===== config.mk =====
export PLATFORM = sky130hd
export DESIGN_NAME = mac_round_unit
export DESIGN_NICKNAME = d
export VERILOG_FILES = /design/src/mac_round_pkg.sv /design/src/round_if.sv /design/src/round_even.sv /design/src/mac_round_unit.sv
export SDC_FILE = /design/constraint.sdc
export NUM_CORES = 1
export LEC_CHECK = 0
export BUFFER_PORTS_ARGS = -buffer_cell sky130_fd_sc_hd__buf_2
export CORE_ASPECT_RATIO = 1.25
export CORE_MARGIN = 2
export CORE_UTILIZATION = 40
export CTS_CLUSTER_SIZE = 24
export DETAILED_ROUTE_END_ITERATION = 12
export HOLD_SLACK_MARGIN = 0.03
export PLACE_DENSITY_LB_ADDON = 0.12
export RECOVER_POWER = 25
export SYNTH_ARGS = -nofsm -noshare
export SYNTH_HDL_FRONTEND = slang
export SYNTH_HIERARCHICAL = 1
export SYNTH_SLANG_ARGS = --single-unit

===== constraint.sdc =====
create_clock -name i_ref_clk -period 18.8 [get_ports i_ref_clk]
set_input_delay 2.82 -clock i_ref_clk [delete_from_list [all_inputs] [get_ports i_ref_clk]]
set_output_delay 2.82 -clock i_ref_clk [all_outputs]
set_load 0.02 [all_outputs]

===== src/mac_round_pkg.sv =====
// constants, modes and mode decode for the multiply-accumulate rounding block
package mac_round_pkg;

  localparam int STATUS_W = 8;
  localparam int SU_BIT = 6;
  localparam int FI_BIT = 5;
  localparam int RT_BIT = 4;
  localparam int MASK_EXT_BIT = 5;

  localparam logic [STATUS_W-1:0] STATUS_RESET = 8'h00;
  localparam logic [15:0] MASK_RESET = 16'h0000;
  localparam logic [15:0] MASK_UPPER = 16'hFFFF;

  localparam int PROD_W = 64;
  localparam int PROD_OUT_W = 40;
  localparam int PROD_KEEP_LSB = 24;
  localparam int ACC_W = 48;
  localparam int ACC_FRAC_MSB = 39;
  localparam int ACC_FRAC32_LSB = 8;

  localparam logic [5:0] PROD_DROP = 6'h18;
  localparam logic [5:0] STORE_DROP32 = 6'h08;
  localparam logic [5:0] STORE_DROP16 = 6'h18;
  localparam logic [23:0] PROD_HALF = 24'h800000;

  localparam logic [1:0] SF_LEFT = 2'h1;
  localparam logic [1:0] SF_RIGHT = 2'h3;

  typedef enum logic [2:0] {
    MODE_SIGNED_INT = 3'b000,
    MODE_UNSIGNED_INT = 3'b001,
    MODE_FRAC_TRUNC = 3'b010,
    MODE_FRAC_ROUND32 = 3'b011,
    MODE_FRAC_R16_TRUNC = 3'b100,
    MODE_FRAC_R16_ROUND = 3'b101
  } mode_t;

  function automatic mode_t decode_mode(input logic [STATUS_W-1:0] status);
    mode_t m;
    m = MODE_SIGNED_INT;
    case ({status[SU_BIT], status[FI_BIT], status[RT_BIT]})
      3'b000, 3'b001: m = MODE_SIGNED_INT;
      3'b010: m = MODE_FRAC_TRUNC;
      3'b011: m = MODE_FRAC_ROUND32;
      3'b100, 3'b101: m = MODE_UNSIGNED_INT;
      3'b110: m = MODE_FRAC_R16_TRUNC;
      3'b111: m = MODE_FRAC_R16_ROUND;
      default: m = MODE_SIGNED_INT;
    endcase
    return m;
  endfunction

endpackage


===== src/round_if.sv =====
// carrier between the block and its convergent rounder
`timescale 1ns/10ps
interface round_if;
  logic [63:0] val;
  logic [5:0] drop;
  logic [63:0] res;
  modport req(output val, output drop, input res);
  modport unit(input val, input drop, output res);
endinterface


===== src/round_even.sv =====
// convergent (round half to even) rounder, drop of at least one bit
`timescale 1ns/10ps
module round_even (
  round_if.unit rif
);
  logic [63:0] half;
  logic [63:0] low;
  logic [63:0] kept;
  logic up;

  always_comb begin
    half = 64'h1 << (rif.drop - 6'h01);
    low = rif.val & ((64'h1 << rif.drop) - 64'h1);
    kept = rif.val >> rif.drop;
    // tie goes to whichever neighbour is even
    up = (low > half) || ((low == half) && kept[0]);
    rif.res = kept + {63'h0, up};
  end
endmodule


===== src/mac_round_unit.sv =====
// mode control, convergent rounding and operand address mask of the mac unit
//
// Function
// [RULE1] integer mode when fraction bit clear; signedness picks signed or unsigned
// [RULE2] signed fraction: round bit chooses truncate/no-round or round, 32-bit stores
// [RULE3] fraction with signedness set: stores round to 16 bits using low 24
// [RULE4] fraction, signedness clear, rounding on: store rounds 32 bits using low 8
// [RULE5] long fractional product truncated to top 40 bits, or rounded to even
// [RULE6] below half keeps upper part, above half increments it
// [RULE7] exactly half rounds so the kept lsb ends even
// [RULE8] rounding only in fraction mode, on stores and long mac products
// [RULE9] software clears status before save or restore for bit-exact access
// [RULE10] save and restore order: status, accumulators, extensions, mask, status last
// [RULE11] plain multiplies always treat operands as integers
// [RULE12] scale factor ignored while fraction mode is set
// [RULE13] mask load keeps only low 16 bits of the operand
// [RULE14] mask read returns stored low half with upper 16 bits all ones
// [RULE15] masked address is address ANDed with ones over mask
// [RULE16] masking per instruction via extension word bit 5 on mac-with-load
// [RULE17] long product exact-half tie rounds top 40 bits to even
`timescale 1ns/10ps
module mac_round_unit (
  input wire logic i_ref_clk,
  input wire logic i_rst_n,
  input wire logic i_status_wr,
  input wire logic [7:0] i_status_wdata,
  input wire logic i_mask_wr,
  input wire logic [31:0] i_mask_wdata,
  input wire logic i_prod_valid,
  input wire logic i_prod_long,
  input wire logic [1:0] i_prod_sf,
  input wire logic [63:0] i_prod,
  input wire logic i_store_valid,
  input wire logic [47:0] i_acc,
  input wire logic i_mul_valid,
  input wire logic i_mul_signed,
  input wire logic [15:0] i_mul_a,
  input wire logic [15:0] i_mul_b,
  input wire logic i_addr_valid,
  input wire logic [31:0] i_addr,
  input wire logic [15:0] i_ext_word,
  output logic [7:0] o_status_rdata,
  output logic [31:0] o_mask_rdata,
  output logic o_prod_valid,
  output logic [39:0] o_prod,
  output logic o_store_valid,
  output logic [31:0] o_store_data,
  output logic o_mul_valid,
  output logic [31:0] o_mul_result,
  output logic o_addr_valid,
  output logic [31:0] o_addr
);

  typedef struct packed {
    logic [7:0] status;
    logic [15:0] mask;
    logic [31:0] mask_rd;
    logic prod_valid;
    logic [39:0] prod;
    logic store_valid;
    logic [31:0] store;
    logic mul_valid;
    logic [31:0] mul;
    logic addr_valid;
    logic [31:0] addr;
  } state_t;

  state_t st_r;
  state_t st_nxt;
  mac_round_pkg::mode_t mode;
  logic frac;
  logic round_sel;
  logic [63:0] scaled;
  logic signed [31:0] smul;
  logic [31:0] umul;

  round_if prif ();
  round_if srif ();

  round_even u_prod_round (
    .rif(prif)
  );

  round_even u_store_round (
    .rif(srif)
  );

  assign prif.val = i_prod;
  assign prif.drop = mac_round_pkg::PROD_DROP;
  assign srif.val = {16'h0000, i_acc};
  // 24 dropped bits for the 16-bit result, 8 for the 32-bit one
  assign srif.drop = st_r.status[mac_round_pkg::SU_BIT] ? mac_round_pkg::STORE_DROP16 :
                     mac_round_pkg::STORE_DROP32;
  assign smul = $signed(i_mul_a) * $signed(i_mul_b);
  assign umul = i_mul_a * i_mul_b;

  always_comb begin
    st_nxt = st_r;
    mode = mac_round_pkg::decode_mode(st_r.status);
    frac = st_r.status[mac_round_pkg::FI_BIT];
    round_sel = st_r.status[mac_round_pkg::RT_BIT];
    scaled = i_prod;
    if (i_status_wr) begin
      st_nxt.status = i_status_wdata;
    end
    if (i_mask_wr) begin
      st_nxt.mask = i_mask_wdata[15:0]; // RULE13
    end
    st_nxt.mask_rd = {mac_round_pkg::MASK_UPPER, st_nxt.mask}; // RULE14
    st_nxt.prod_valid = i_prod_valid;
    if (frac) begin
      // scale factor not consulted here
      if (i_prod_long && round_sel) begin // RULE12
        st_nxt.prod = prif.res[39:0]; // RULE5 RULE6 RULE7 RULE17 RULE8
      end else begin
        st_nxt.prod = i_prod[63:mac_round_pkg::PROD_KEEP_LSB]; // RULE5
      end
    end else begin
      case (i_prod_sf)
        mac_round_pkg::SF_LEFT: scaled = i_prod << 1;
        mac_round_pkg::SF_RIGHT: scaled = i_prod >> 1;
        default: scaled = i_prod;
      endcase
      st_nxt.prod = scaled[39:0];
    end
    st_nxt.store_valid = i_store_valid;
    case (mode)
      // integer modes pass the accumulator untouched, round bit ignored
      mac_round_pkg::MODE_SIGNED_INT: st_nxt.store = i_acc[31:0]; // RULE1 RULE9
      mac_round_pkg::MODE_UNSIGNED_INT: st_nxt.store = i_acc[31:0]; // RULE1
      mac_round_pkg::MODE_FRAC_TRUNC: st_nxt.store = i_acc[39:8]; // RULE2
      mac_round_pkg::MODE_FRAC_ROUND32: st_nxt.store = srif.res[31:0]; // RULE2 RULE4
      mac_round_pkg::MODE_FRAC_R16_TRUNC,
      mac_round_pkg::MODE_FRAC_R16_ROUND: begin
        // sign-extended; a rounding carry past bit 15 wraps
        st_nxt.store = {{16{srif.res[15]}}, srif.res[15:0]}; // RULE3
      end
      default: st_nxt.store = i_acc[31:0];
    endcase
    st_nxt.mul_valid = i_mul_valid;
    st_nxt.mul = i_mul_signed ? smul : umul; // RULE11
    st_nxt.addr_valid = i_addr_valid;
    if (i_ext_word[mac_round_pkg::MASK_EXT_BIT]) begin // RULE16
      st_nxt.addr = i_addr & {mac_round_pkg::MASK_UPPER, st_r.mask}; // RULE15
    end else begin
      st_nxt.addr = i_addr;
    end
    if (!i_rst_n) begin
      st_nxt = '0;
      st_nxt.status = mac_round_pkg::STATUS_RESET;
      st_nxt.mask = mac_round_pkg::MASK_RESET;
      st_nxt.mask_rd = {mac_round_pkg::MASK_UPPER, mac_round_pkg::MASK_RESET};
    end
  end

  always_ff @(posedge i_ref_clk) begin
    st_r <= st_nxt;
  end

  assign o_status_rdata = st_r.status;
  assign o_mask_rdata = st_r.mask_rd;
  assign o_prod_valid = st_r.prod_valid;
  assign o_prod = st_r.prod;
  assign o_store_valid = st_r.store_valid;
  assign o_store_data = st_r.store;
  assign o_mul_valid = st_r.mul_valid;
  assign o_mul_result = st_r.mul;
  assign o_addr_valid = st_r.addr_valid;
  assign o_addr = st_r.addr;
endmodule


* Word-level counts from Yosys, hierarchy flattened
Memory sizes are Yosys's and may differ from the RTL's. A register that Yosys moved wholly into a read port is not among the register bits.
Cells that the tools add are included.
** Word-level totals
- Flip-flop bits (word level) :: 180
- ROM bits :: 24
- Output and inout port bits :: 180
- Memories :: 1
** Cells by class
- Add/sub/neg operators :: 4
- Multipliers :: 2
- Order comparisons :: 2
- Equal/unequal tests :: 8
- Shifts and indexed selects :: 3
- Multiplexer cells :: 10
- Bitwise gates (word level) :: 2
- Reduce and logical (&&, ||, !) cells :: 6
** Memory list
- (name not given) :: depth 8, width 3, read ports 1, clocked after Yosys merged registers in 1, wr ports 0, RTL line mac_round_pkg.sv:41 : case ({status[SU_BIT], status[FI_BIT], status[RT_BIT]})
** Operators by type and width (number)
- $pmux W32 S3 :: 1
- $mux W40 :: 2
- $pmux W40 S2 :: 1
- $and A48 B64 Y64 :: 1
- $eq A64 B64 Y1 :: 1
- $gt A64 B64 Y1 :: 1
- $mul A16 B16 Y32 :: 2
- $mux W32 :: 2
- $shl A1 B5 Y64 const A :: 1
- $shl A1 B6 Y64 const A :: 1
- $sub A64 B1 Y64 const B :: 1
- $shr A48 B5 Y32 :: 1
- $add A40 B1 Y40 :: 1
- $add A32 B1 Y32 :: 1
- $and A32 B32 Y32 :: 1
- $eq A24 B24 Y1 const B :: 1
- $gt A24 B24 Y1 const B :: 1
- $mux W16 :: 1
- $eq A3 B2 Y1 const B :: 2
- $eq A3 B3 Y1 const B :: 2
- $mux W3 :: 2
- $sub A5 B1 Y6 const B :: 1
- $mux W5 :: 1
- $logic_and A1 B1 Y1 :: 3
- other kinds (4) :: 5

* Logic depth before layout (Yosys ltp)
Gate-level depths: netlist of the first run.
- Depth in word-level cells :: 9
- Gate-level depth with buffers :: 42

* By module
Netlist of the first run, hierarchy kept.
** Modules (own cells, without submodules)
- mac_round_unit :: times used 1, cells an instance 2560, area an instance 22252.6 um^2, sequential area each 3343.2 um^2
- round_even at u_prod_round :: times used 1, cells an instance 1320, area an instance 10451.3 um^2, sequential area each 0.0 um^2
- round_even at u_store_round :: times used 1, cells an instance 1356, area an instance 10014.6 um^2, sequential area each 0.0 um^2

* Worst setup path after synthesis of the first run
OpenSTA, ideal clock, no wires.
- Kind :: input -> register
- Start :: in i_mul_a[15]
- End :: reg st_r, in the netlist o_mul_result[26]
- Setup time :: 70 ps
- Data arrival time :: 8359 ps
- Data required time :: 18730 ps
- Slack :: 10370 ps
- Cell stages on the path :: 22
- Cell sequence :: clkbuf_1 -> and2_1 -> fa_1 -> inv_1 -> fa_1 -> inv_1 -> fa_1 -> fa_1 -> fa_1 -> inv_1 -> fa_1 -> inv_1 -> ha_1 -> a211oi_1 -> o21bai_1 -> a21o_1 -> a211o_1 -> o221ai_1 -> nor2b_1 -> xnor2_1 -> nand2_1 -> a21oi_1
** On the way
- Cells in the longest elaborated chain, start to end :: 2
- Elaborated cells between the ends (all ways) :: 3
- Classes of those cells :: mul: 2; mux: 1
** Ends and longest elaborated chain
- start: declaration :: RTL line mac_round_unit.sv:37 : input wire logic [15:0] i_mul_a,
- $mul A16 B16 Y32, on equally long branches :: RTL line mac_round_unit.sv:95, mac_round_unit.sv:94
- $mux W32 * :: RTL line mac_round_unit.sv:141 : st_nxt.mul = i_mul_signed ? smul : umul;
- end signal: assignment :: RTL line mac_round_unit.sv:157 : st_r <= st_nxt;
- end: declaration :: RTL line mac_round_unit.sv:68 : state_t st_r;
Every way passes the cells marked *; elsewhere a longest branch is shown, timed or not.
A chain may end at the register's enable or synchronous reset.

* Worst setup path after layout of the first run
- Start :: in i_mul_b[15]
- End :: reg st_r, in the netlist o_mul_result[30]
** On the way
- Cells in the longest elaborated chain, start to end :: 2
- Elaborated cells between the ends (all ways) :: 3
- Classes of those cells :: mul: 2; mux: 1
** Ends and longest elaborated chain
- start: declaration :: RTL line mac_round_unit.sv:38 : input wire logic [15:0] i_mul_b,
- $mul A16 B16 Y32, on equally long branches :: RTL line mac_round_unit.sv:95, mac_round_unit.sv:94
- $mux W32 * :: RTL line mac_round_unit.sv:141
Marked as above.

==> qor.json, run 1 <==
{
  "route.detailed.drc": 0,
  "ctsLongestPathBuffers": 2,
  "placement.io_buffers": 376,
  "grt_pass1_wl_mm": 245,
  "critical-path-top-cell-by-count": "fa_1",
  "design.die.area_um2": 104000,
  "drt-initial-drc-count": 3852,
  "cts-htree-levels": 4,
  "post_cts_setup_buffer_count": 0,
  "power_leakage_nw": 19.9,
  "synth.avg_cell_area_um2": 8.29,
  "grt.met2_usage_pct": 51.2,
  "number_of_global_route_vias_before_repair": 37600,
  "rsz0062_at_grt": "false",
  "antenna_violating_nets_post_route": 0,
  "arrival_time_at_the_worst_endpoint_ns": 9.29,
  "worst-slew-pin-transition_ns": 2.04,
  "cts_tree": "built",
  "dp.final_hpwl_mm": 128,
  "clock-skew-final_ns": 0.0160,
  "netlist_area_um2": 40500,
  "io-pin-count": 424,
  "cp-startpoint": "i_mul_b[15]",
  "cp_max_delay_cell": "inv_1",
  "final_min_period_over_clock_period_pct": 47.3,
  "clock_sink_count": 167,
  "fin_nets": 6021,
  "power.sequential.fraction_pct": 6.4,
  "clk_latency_ns": 0.53,
  "combined_flip_flop_and_latch_cell_area_um2": 3350,
  "drv_slew": 72,
  "share_comb_of_total_power_pct": 88.0,
  "groute.layer.met3.usage_pct": 5.88,
  "drive_above_1_share_pct": 13.0,
  "critPathLaunchType": "input pin",
  "hp-start": "o_mask_rdata[0]$_SDFFE_PN0P_",
  "detail_route.wl_per_cell_um": 25.9,
  "post_synthesis_cells": 4882,
  "placeable_core_area_um2": 100000,
  "postLayoutCoreUtil_pct": 43.4,
  "final_hold_viol_count": 0,
  "dpl-instance-area_um2": 43000,
  "violations": "max-capacitance violations, max-slew violations",
  "tmin_final_ns": 8.90,
  "numCtsBuffers": 17,
  "pwr_density_cell_nw_per_um2": 156,
  "timing.final.ws_setup_ns": 9.90,
  "clkTransAtPathRegs_ns": 0.08,
  "critical_path_class": "in2reg",
  "std_cell_rows": 130,
  "holdCritPathClass": "reg2reg",
  "syn_to_final_growth_pct": 7.59,
  "fillCellCount": 10500,
  "cts_hold_buf": 0,
  "max_cap_viol_count": 2,
  "weighted_congestion_reported_at_the_end_of_routability_driven_placement": 0.997,
  "start_util_pct": 40.3,
  "vdd.ir_drop.worst_mv": 0.249,
  "power.share.switching_pct": 55.9,
  "critical_path.cell_chain": "buf_2, inv_1, nor2_1, fa_1, inv_1, fa_1, fa_1, fa_1, inv_1, fa_1, inv_1, fa_1, inv_1, ha_1, and3_1, nand2_1, a21o_1, a211oi_1, o221ai_1, o211ai_1, a21oi_1, a31oi_1, o211ai_1",
  "drt_pre_antenna_iters": 6,
  "grtUsageTotal_pct": 31.7,
  "internal-power_mw": 2.99,
  "overflow": 0,
  "multi_input_comb_area_um2": 33800,
  "r2r-start": "o_status_rdata[6]$_SDFFE_PN0P_",
  "ctsRootBufferMaster": "clkbuf_16",
  "grt_antenna_before_repair": 5,
  "cp_max_fo": 18,
  "grt_use_met1_pct": 39.6,
  "grt.busiest_layer": "met2",
  "p_switching_mw": 3.79,
  "critPathCaptureType": "flop",
  "dpl_worst_slack_ns": 9.38,
  "die_w_um": 289,
  "cts.repair.resized": 0,
  "die_height_um": 360,
  "hold_slack_ns": 0.458,
  "run_status": "complete, but fails checks",
  "final_area_um2": 43600,
  "timing.final.setup_violations": 0,
  "drt-vias-per-instance": 5.97,
  "fmax_ghz": 0.112,
  "via_count": 38600,
  "worst_case_headroom_to_the_max_slew_limit_pct": -36.2,
  "setup_total_negative_slack_ns": 0,
  "maximum_number_of_pins_on_one_net_before_global_route_repair": 116,
  "clock_power_share_pct": 5.6,
  "yosys_warnings": 6,
  "cp_slowest_stage_delay_ns": 0.63,
  "drt_wl_total_mm": 167,
  "cp_data_required_time_ns": 19.19
}
==> metrics by stage <==
step | instances | power (mW)
floorplan | 5050 | 5.09
global placement | 6422 | 6.32
detailed placement | 6422 | 6.33
CTS | 6454 | 6.77
global route | 6454 | 7.58
finish | 6461 | 6.79
==> power by group through the flow <==
stage	Sequential (mW)	Clock, mW	Combinational [mW]
2_1_floorplan	0.491	0	4.60
3_3_place_gp	0.439	0	5.88
3_5_place_dp	0.440	0	5.89
4_1_cts	0.433	0.390	5.94
5_1_grt	0.438	0.403	6.74
6_report	0.433	0.378	5.98
==> registers in the layout (all words and copies together), names as in the netlist <==
| register | flops |
|---|---|
| o_mul_result | 32 |
| o_mul_valid | 1 |
| o_mask_rdata | 16 |
| o_prod | 40 |
| mode | 3 |
| o_store_valid | 1 |
| o_addr_valid | 1 |
| o_prod_valid | 1 |
| o_addr | 32 |
| o_store_data | 32 |
| o_status_rdata | 8 |
==> layout make-up <==
cell class	instances	area share (%)
antenna	7	0.0402
clock buffer	17	0.977
clock inverter	15	0.399
inverter	553	4.77
multi-input combinational	3981	77.7
sequential	167	7.69
tap	1320	3.79
timing repair buffer	401	4.62
==> placed cells by master (no fill, tap or decap), types with 131 or more instances in the layout <==
cell type / n
nand2_1: 525
dfxtp_1: 163
buf_2: 337
conb_1: 172
inv_1: 549
and2_1: 221
a21oi_1: 223
nand3_1: 131
ha_1: 290
mux2i_1: 238
nor2_1: 375
fa_1: 366
==> layer usage <==
layer	up-vias	wire (um)	share of wire, %
met5	-	20	0.012
met4	4	10400	6.2
met3	474	13700	8.2
met2	1944	77700	46
met1	18900	65300	39
li1	17200	-	-
==> critical path: cells and delay by family <==
| family | cells | cell delay [ns] |
|---|---|---|
| fa+ha+maj | 7 | 3.49 |
| buf+inv | 6 | 1.07 |
| simple gates | 3 | 0.51 |
| compound gates | 7 | 1.35 |
==> path summary, 6_finish.rpt <==
kind,cells after the start,slack [ns],end
setup / recovery,23,9.90,o_mul_result[30]$_SDFF_PN0_
hold / removal,2,0.46,o_addr[0]$_SDFF_PN0_
setup reg to reg,30,10.94,o_store_data[24]$_SDFF_PN0_
hold reg to reg,2,0.46,o_addr[0]$_SDFF_PN0_
Power figures use the tool's default switching activity.
==> inputs of run 2 (changes only) <==
==> constraint.sdc (replaced) <==
create_clock -name i_ref_clk -period 8.8 [get_ports i_ref_clk]
set_input_delay 1.32 -clock i_ref_clk [delete_from_list [all_inputs] [get_ports i_ref_clk]]
set_output_delay 1.32 -clock i_ref_clk [all_outputs]
set_load 0.02 [all_outputs]
==> run 2 against run 1 <==
  * The flow still finishes with violations (max-capacitance violations, max-slew violations)
  * Combinational power is 110% higher
  * Worst setup slack worse by 8.5 ns
  * Register-to-register slack worse by 9.5 ns
  * Sequential share of layout area hardly changed
  * Largest power group unchanged
==> qor.json, run 2 (synthesized netlist as in run 1, its figures left out) <==
{
  "critPathLaunchType": "flop",
  "arrival_time_at_the_worst_endpoint_ns": 7.81,
  "tmin_final_ns": 7.38,
  "cp_slowest_stage_delay_ns": 0.73,
  "most_frequent_cells_in_the_layout": "inv_1, nand2_1, nor2_1, fa_1, buf_2",
  "critPathCaptureType": "flop",
  "most_common_cell_after_layout_fill_and_taps_aside": "inv_1",
  "cp_max_fo": 8,
  "rsz0062_at_grt": "false",
  "clock-skew-final_ns": 0.0119,
  "dpl_worst_slack_ns": 1.02,
  "max_cap_viol_count": 1,
  "drive_above_1_share_pct": 12.9,
  "route.detailed.drc": 0,
  "ctsLongestPathBuffers": 2,
  "power_leakage_nw": 19.9,
  "r2r-end": "o_store_data[28]$_SDFF_PN0_",
  "timing.final.setup_violations": 0,
  "clkTransAtPathRegs_ns": 0.09,
  "holdCritPathClass": "reg2reg",
  "final_hold_viol_count": 0,
  "fin_total_pwr_mw": 14.5,
  "largest_register_ffs": 40,
  "placed_cells": 6417,
  "r2r-start": "o_status_rdata[6]$_SDFFE_PN0P_",
  "cts.repair.resized": 0,
  "multi_input_comb_area_um2": 33900,
  "hp-start": "o_mask_rdata[12]$_SDFFE_PN0P_",
  "maximum_number_of_pins_on_one_net_before_global_route_repair": 116,
  "std_cell_rows": 130,
  "worst_hold_path.endpoint": "o_addr[12]$_SDFF_PN0_",
  "hold-path-cell-count": 2,
  "final_min_period_over_clock_period_pct": 83.8,
  "combined_flip_flop_and_latch_cell_area_um2": 3350,
  "drv_slew": 71,
  "worst-slew-pin-transition_ns": 3.12,
  "worst-r2r-setup-slack_ns": 1.42,
  "number_of_global_route_vias_before_repair": 37800,
  "critical_path.top_delay_family": "compound AO/OA/AOI/OAI gates",
  "critical-path-top-cell-by-count": "a21oi_1",
  "cp_data_required_time_ns": 9.23,
  "io-pin-count": 424,
  "critPathBufInv": 0,
  "grtUsageTotal_pct": 30.9,
  "fmax_ghz": 0.136,
  "via_count": 38600,
  "drt_wl_total_mm": 164,
  "grt_antenna_before_repair": 10,
  "overflow": 0,
  "worst_case_headroom_to_the_max_slew_limit_pct": -108,
  "die_height_um": 360,
  "cts-htree-levels": 4,
  "start_util_pct": 40.3,
  "numCtsBuffers": 17,
  "clock_sink_count": 167,
  "drt_pre_antenna_iters": 8,
  "rr_worst_depth": 30,
  "timing.final.ws_setup_ns": 1.42,
  "syn_to_final_growth_pct": 7.49,
  "violations": "max-capacitance violations, max-slew violations",
  "fillCellCount": 10300,
  "setup_total_negative_slack_ns": 0,
  "placeable_core_area_um2": 100000,
  "layout.cells.non_filler": 6451,
  "clk_latency_ns": 0.52,
  "pwr_density_cell_nw_per_um2": 332,
  "hold_slack_ns": 0.455,
  "fin_nets": 6016,
  "die_w_um": 289,
  "weighted_congestion_reported_at_the_end_of_routability_driven_placement": 1.01,
  "run_status": "complete, but fails checks",
  "ctsRootBufferMaster": "clkbuf_16",
  "cts_hold_buf": 0,
  "post_cts_setup_buffer_count": 0,
  "antenna_violating_nets_post_route": 0,
  "design.die.area_um2": 104000,
  "placement.io_buffers": 376,
  "dp.final_hpwl_mm": 126,
  "critical_path_class": "reg2reg",
  "cts_tree": "built",
  "drt-vias-per-instance": 5.98,
  "detail_route.wl_per_cell_um": 25.3,
  "grt_pass1_wl_mm": 241,
  "cp_max_delay_cell": "nor3_1",
  "vdd.ir_drop.worst_mv": 0.608,
  "drt-initial-drc-count": 4113
}
==> run 2: cell count changes in the layout (fill, tap and decap cells not counted), sizes merged <==
| cell | delta |
|---|---|
| buf | -6 |
| bufinv | +1 |
| clkbuf | +1 |
| clkinv | -1 |
| clkinvlp | -1 |
| diode | -5 |
| inv | +1 |
==> run 2: power by group <==
| part | internal, mW | leakage (nW) | total, mW | switching, mW |
|---|---|---|---|---|
| clock | 0.407 | 0.298 | 0.829 | 0.421 |
| sequential | 0.887 | 1.39 | 0.933 | 0.0458 |
| combinational | 5.12 | 18.2 | 12.7 | 7.58 |
==> run 2: worst max path at each step <==
| stage | startpoint | to | slack [ns] | depth (start not counted) |
|---|---|---|---|---|
| finish | o_status_rdata[6]$_SDFFE_PN0P_ | o_store_data[28]$_SDFF_PN0_ | 1.42 | 30 |
| global route | o_status_rdata[6]$_SDFFE_PN0P_ | o_store_data[28]$_SDFF_PN0_ | 0.96 | 30 |
| CTS | i_mul_b[15] | o_mul_result[26]$_SDFF_PN0_ | 1.57 | 23 |
| detailed placement | i_mul_b[15] | o_mul_result[26]$_SDFF_PN0_ | 1.02 | 23 |
| global placement | i_mul_b[15] | o_mul_result[26]$_SDFF_PN0_ | 1.03 | 23 |
| floorplan | i_mul_a[15] | o_mul_result[26]$_SDFF_PN0_ | 1.87 | 22 |
==> run 2: final cells by class <==
cell class	count	area share, %
Antenna cell	2	0.0115
Multi-Input combinational cell	3981	77.8
Tap cell	1320	3.80
Sequential cell	167	7.69
Clock inverter	15	0.414
Inverter	553	4.78
Clock buffer	17	0.978
Timing Repair Buffer	396	4.54
==> run 2: worst reg2reg max path, delay by kind of cell, from the launching register on <==
family | cells | cell delay (ns)
flops | 1 | 0.42
fa+ha+maj | 3 | 0.74
xor+xnor | 1 | 0.26
mux | 1 | 0.13
simple gates | 11 | 2.65
compound gates | 14 | 3.10
==> run 2: metrics by stage <==
step                      utilization [%]  area, um2
final                                43.4      43500
after detailed placement             42.8      43000
after CTS                            43.4      43600
after global placement               42.8      43000
after global routing                 43.4      43500
after floorplan                         -      41100
==> run 2: metal layers <==
layer / wire length [um] / GRT usage, % / vias up / part of all wire, %
met1: 63300 / 38.8 / 18700 / 39
met2: 75400 / 49.8 / 2111 / 46
met5: 21 / 0 / - / 0.013
met3: 15000 / 6.25 / 512 / 9.2
met4: 9790 / 16.4 / 4 / 6.0
li1: - / - / 17200 / -
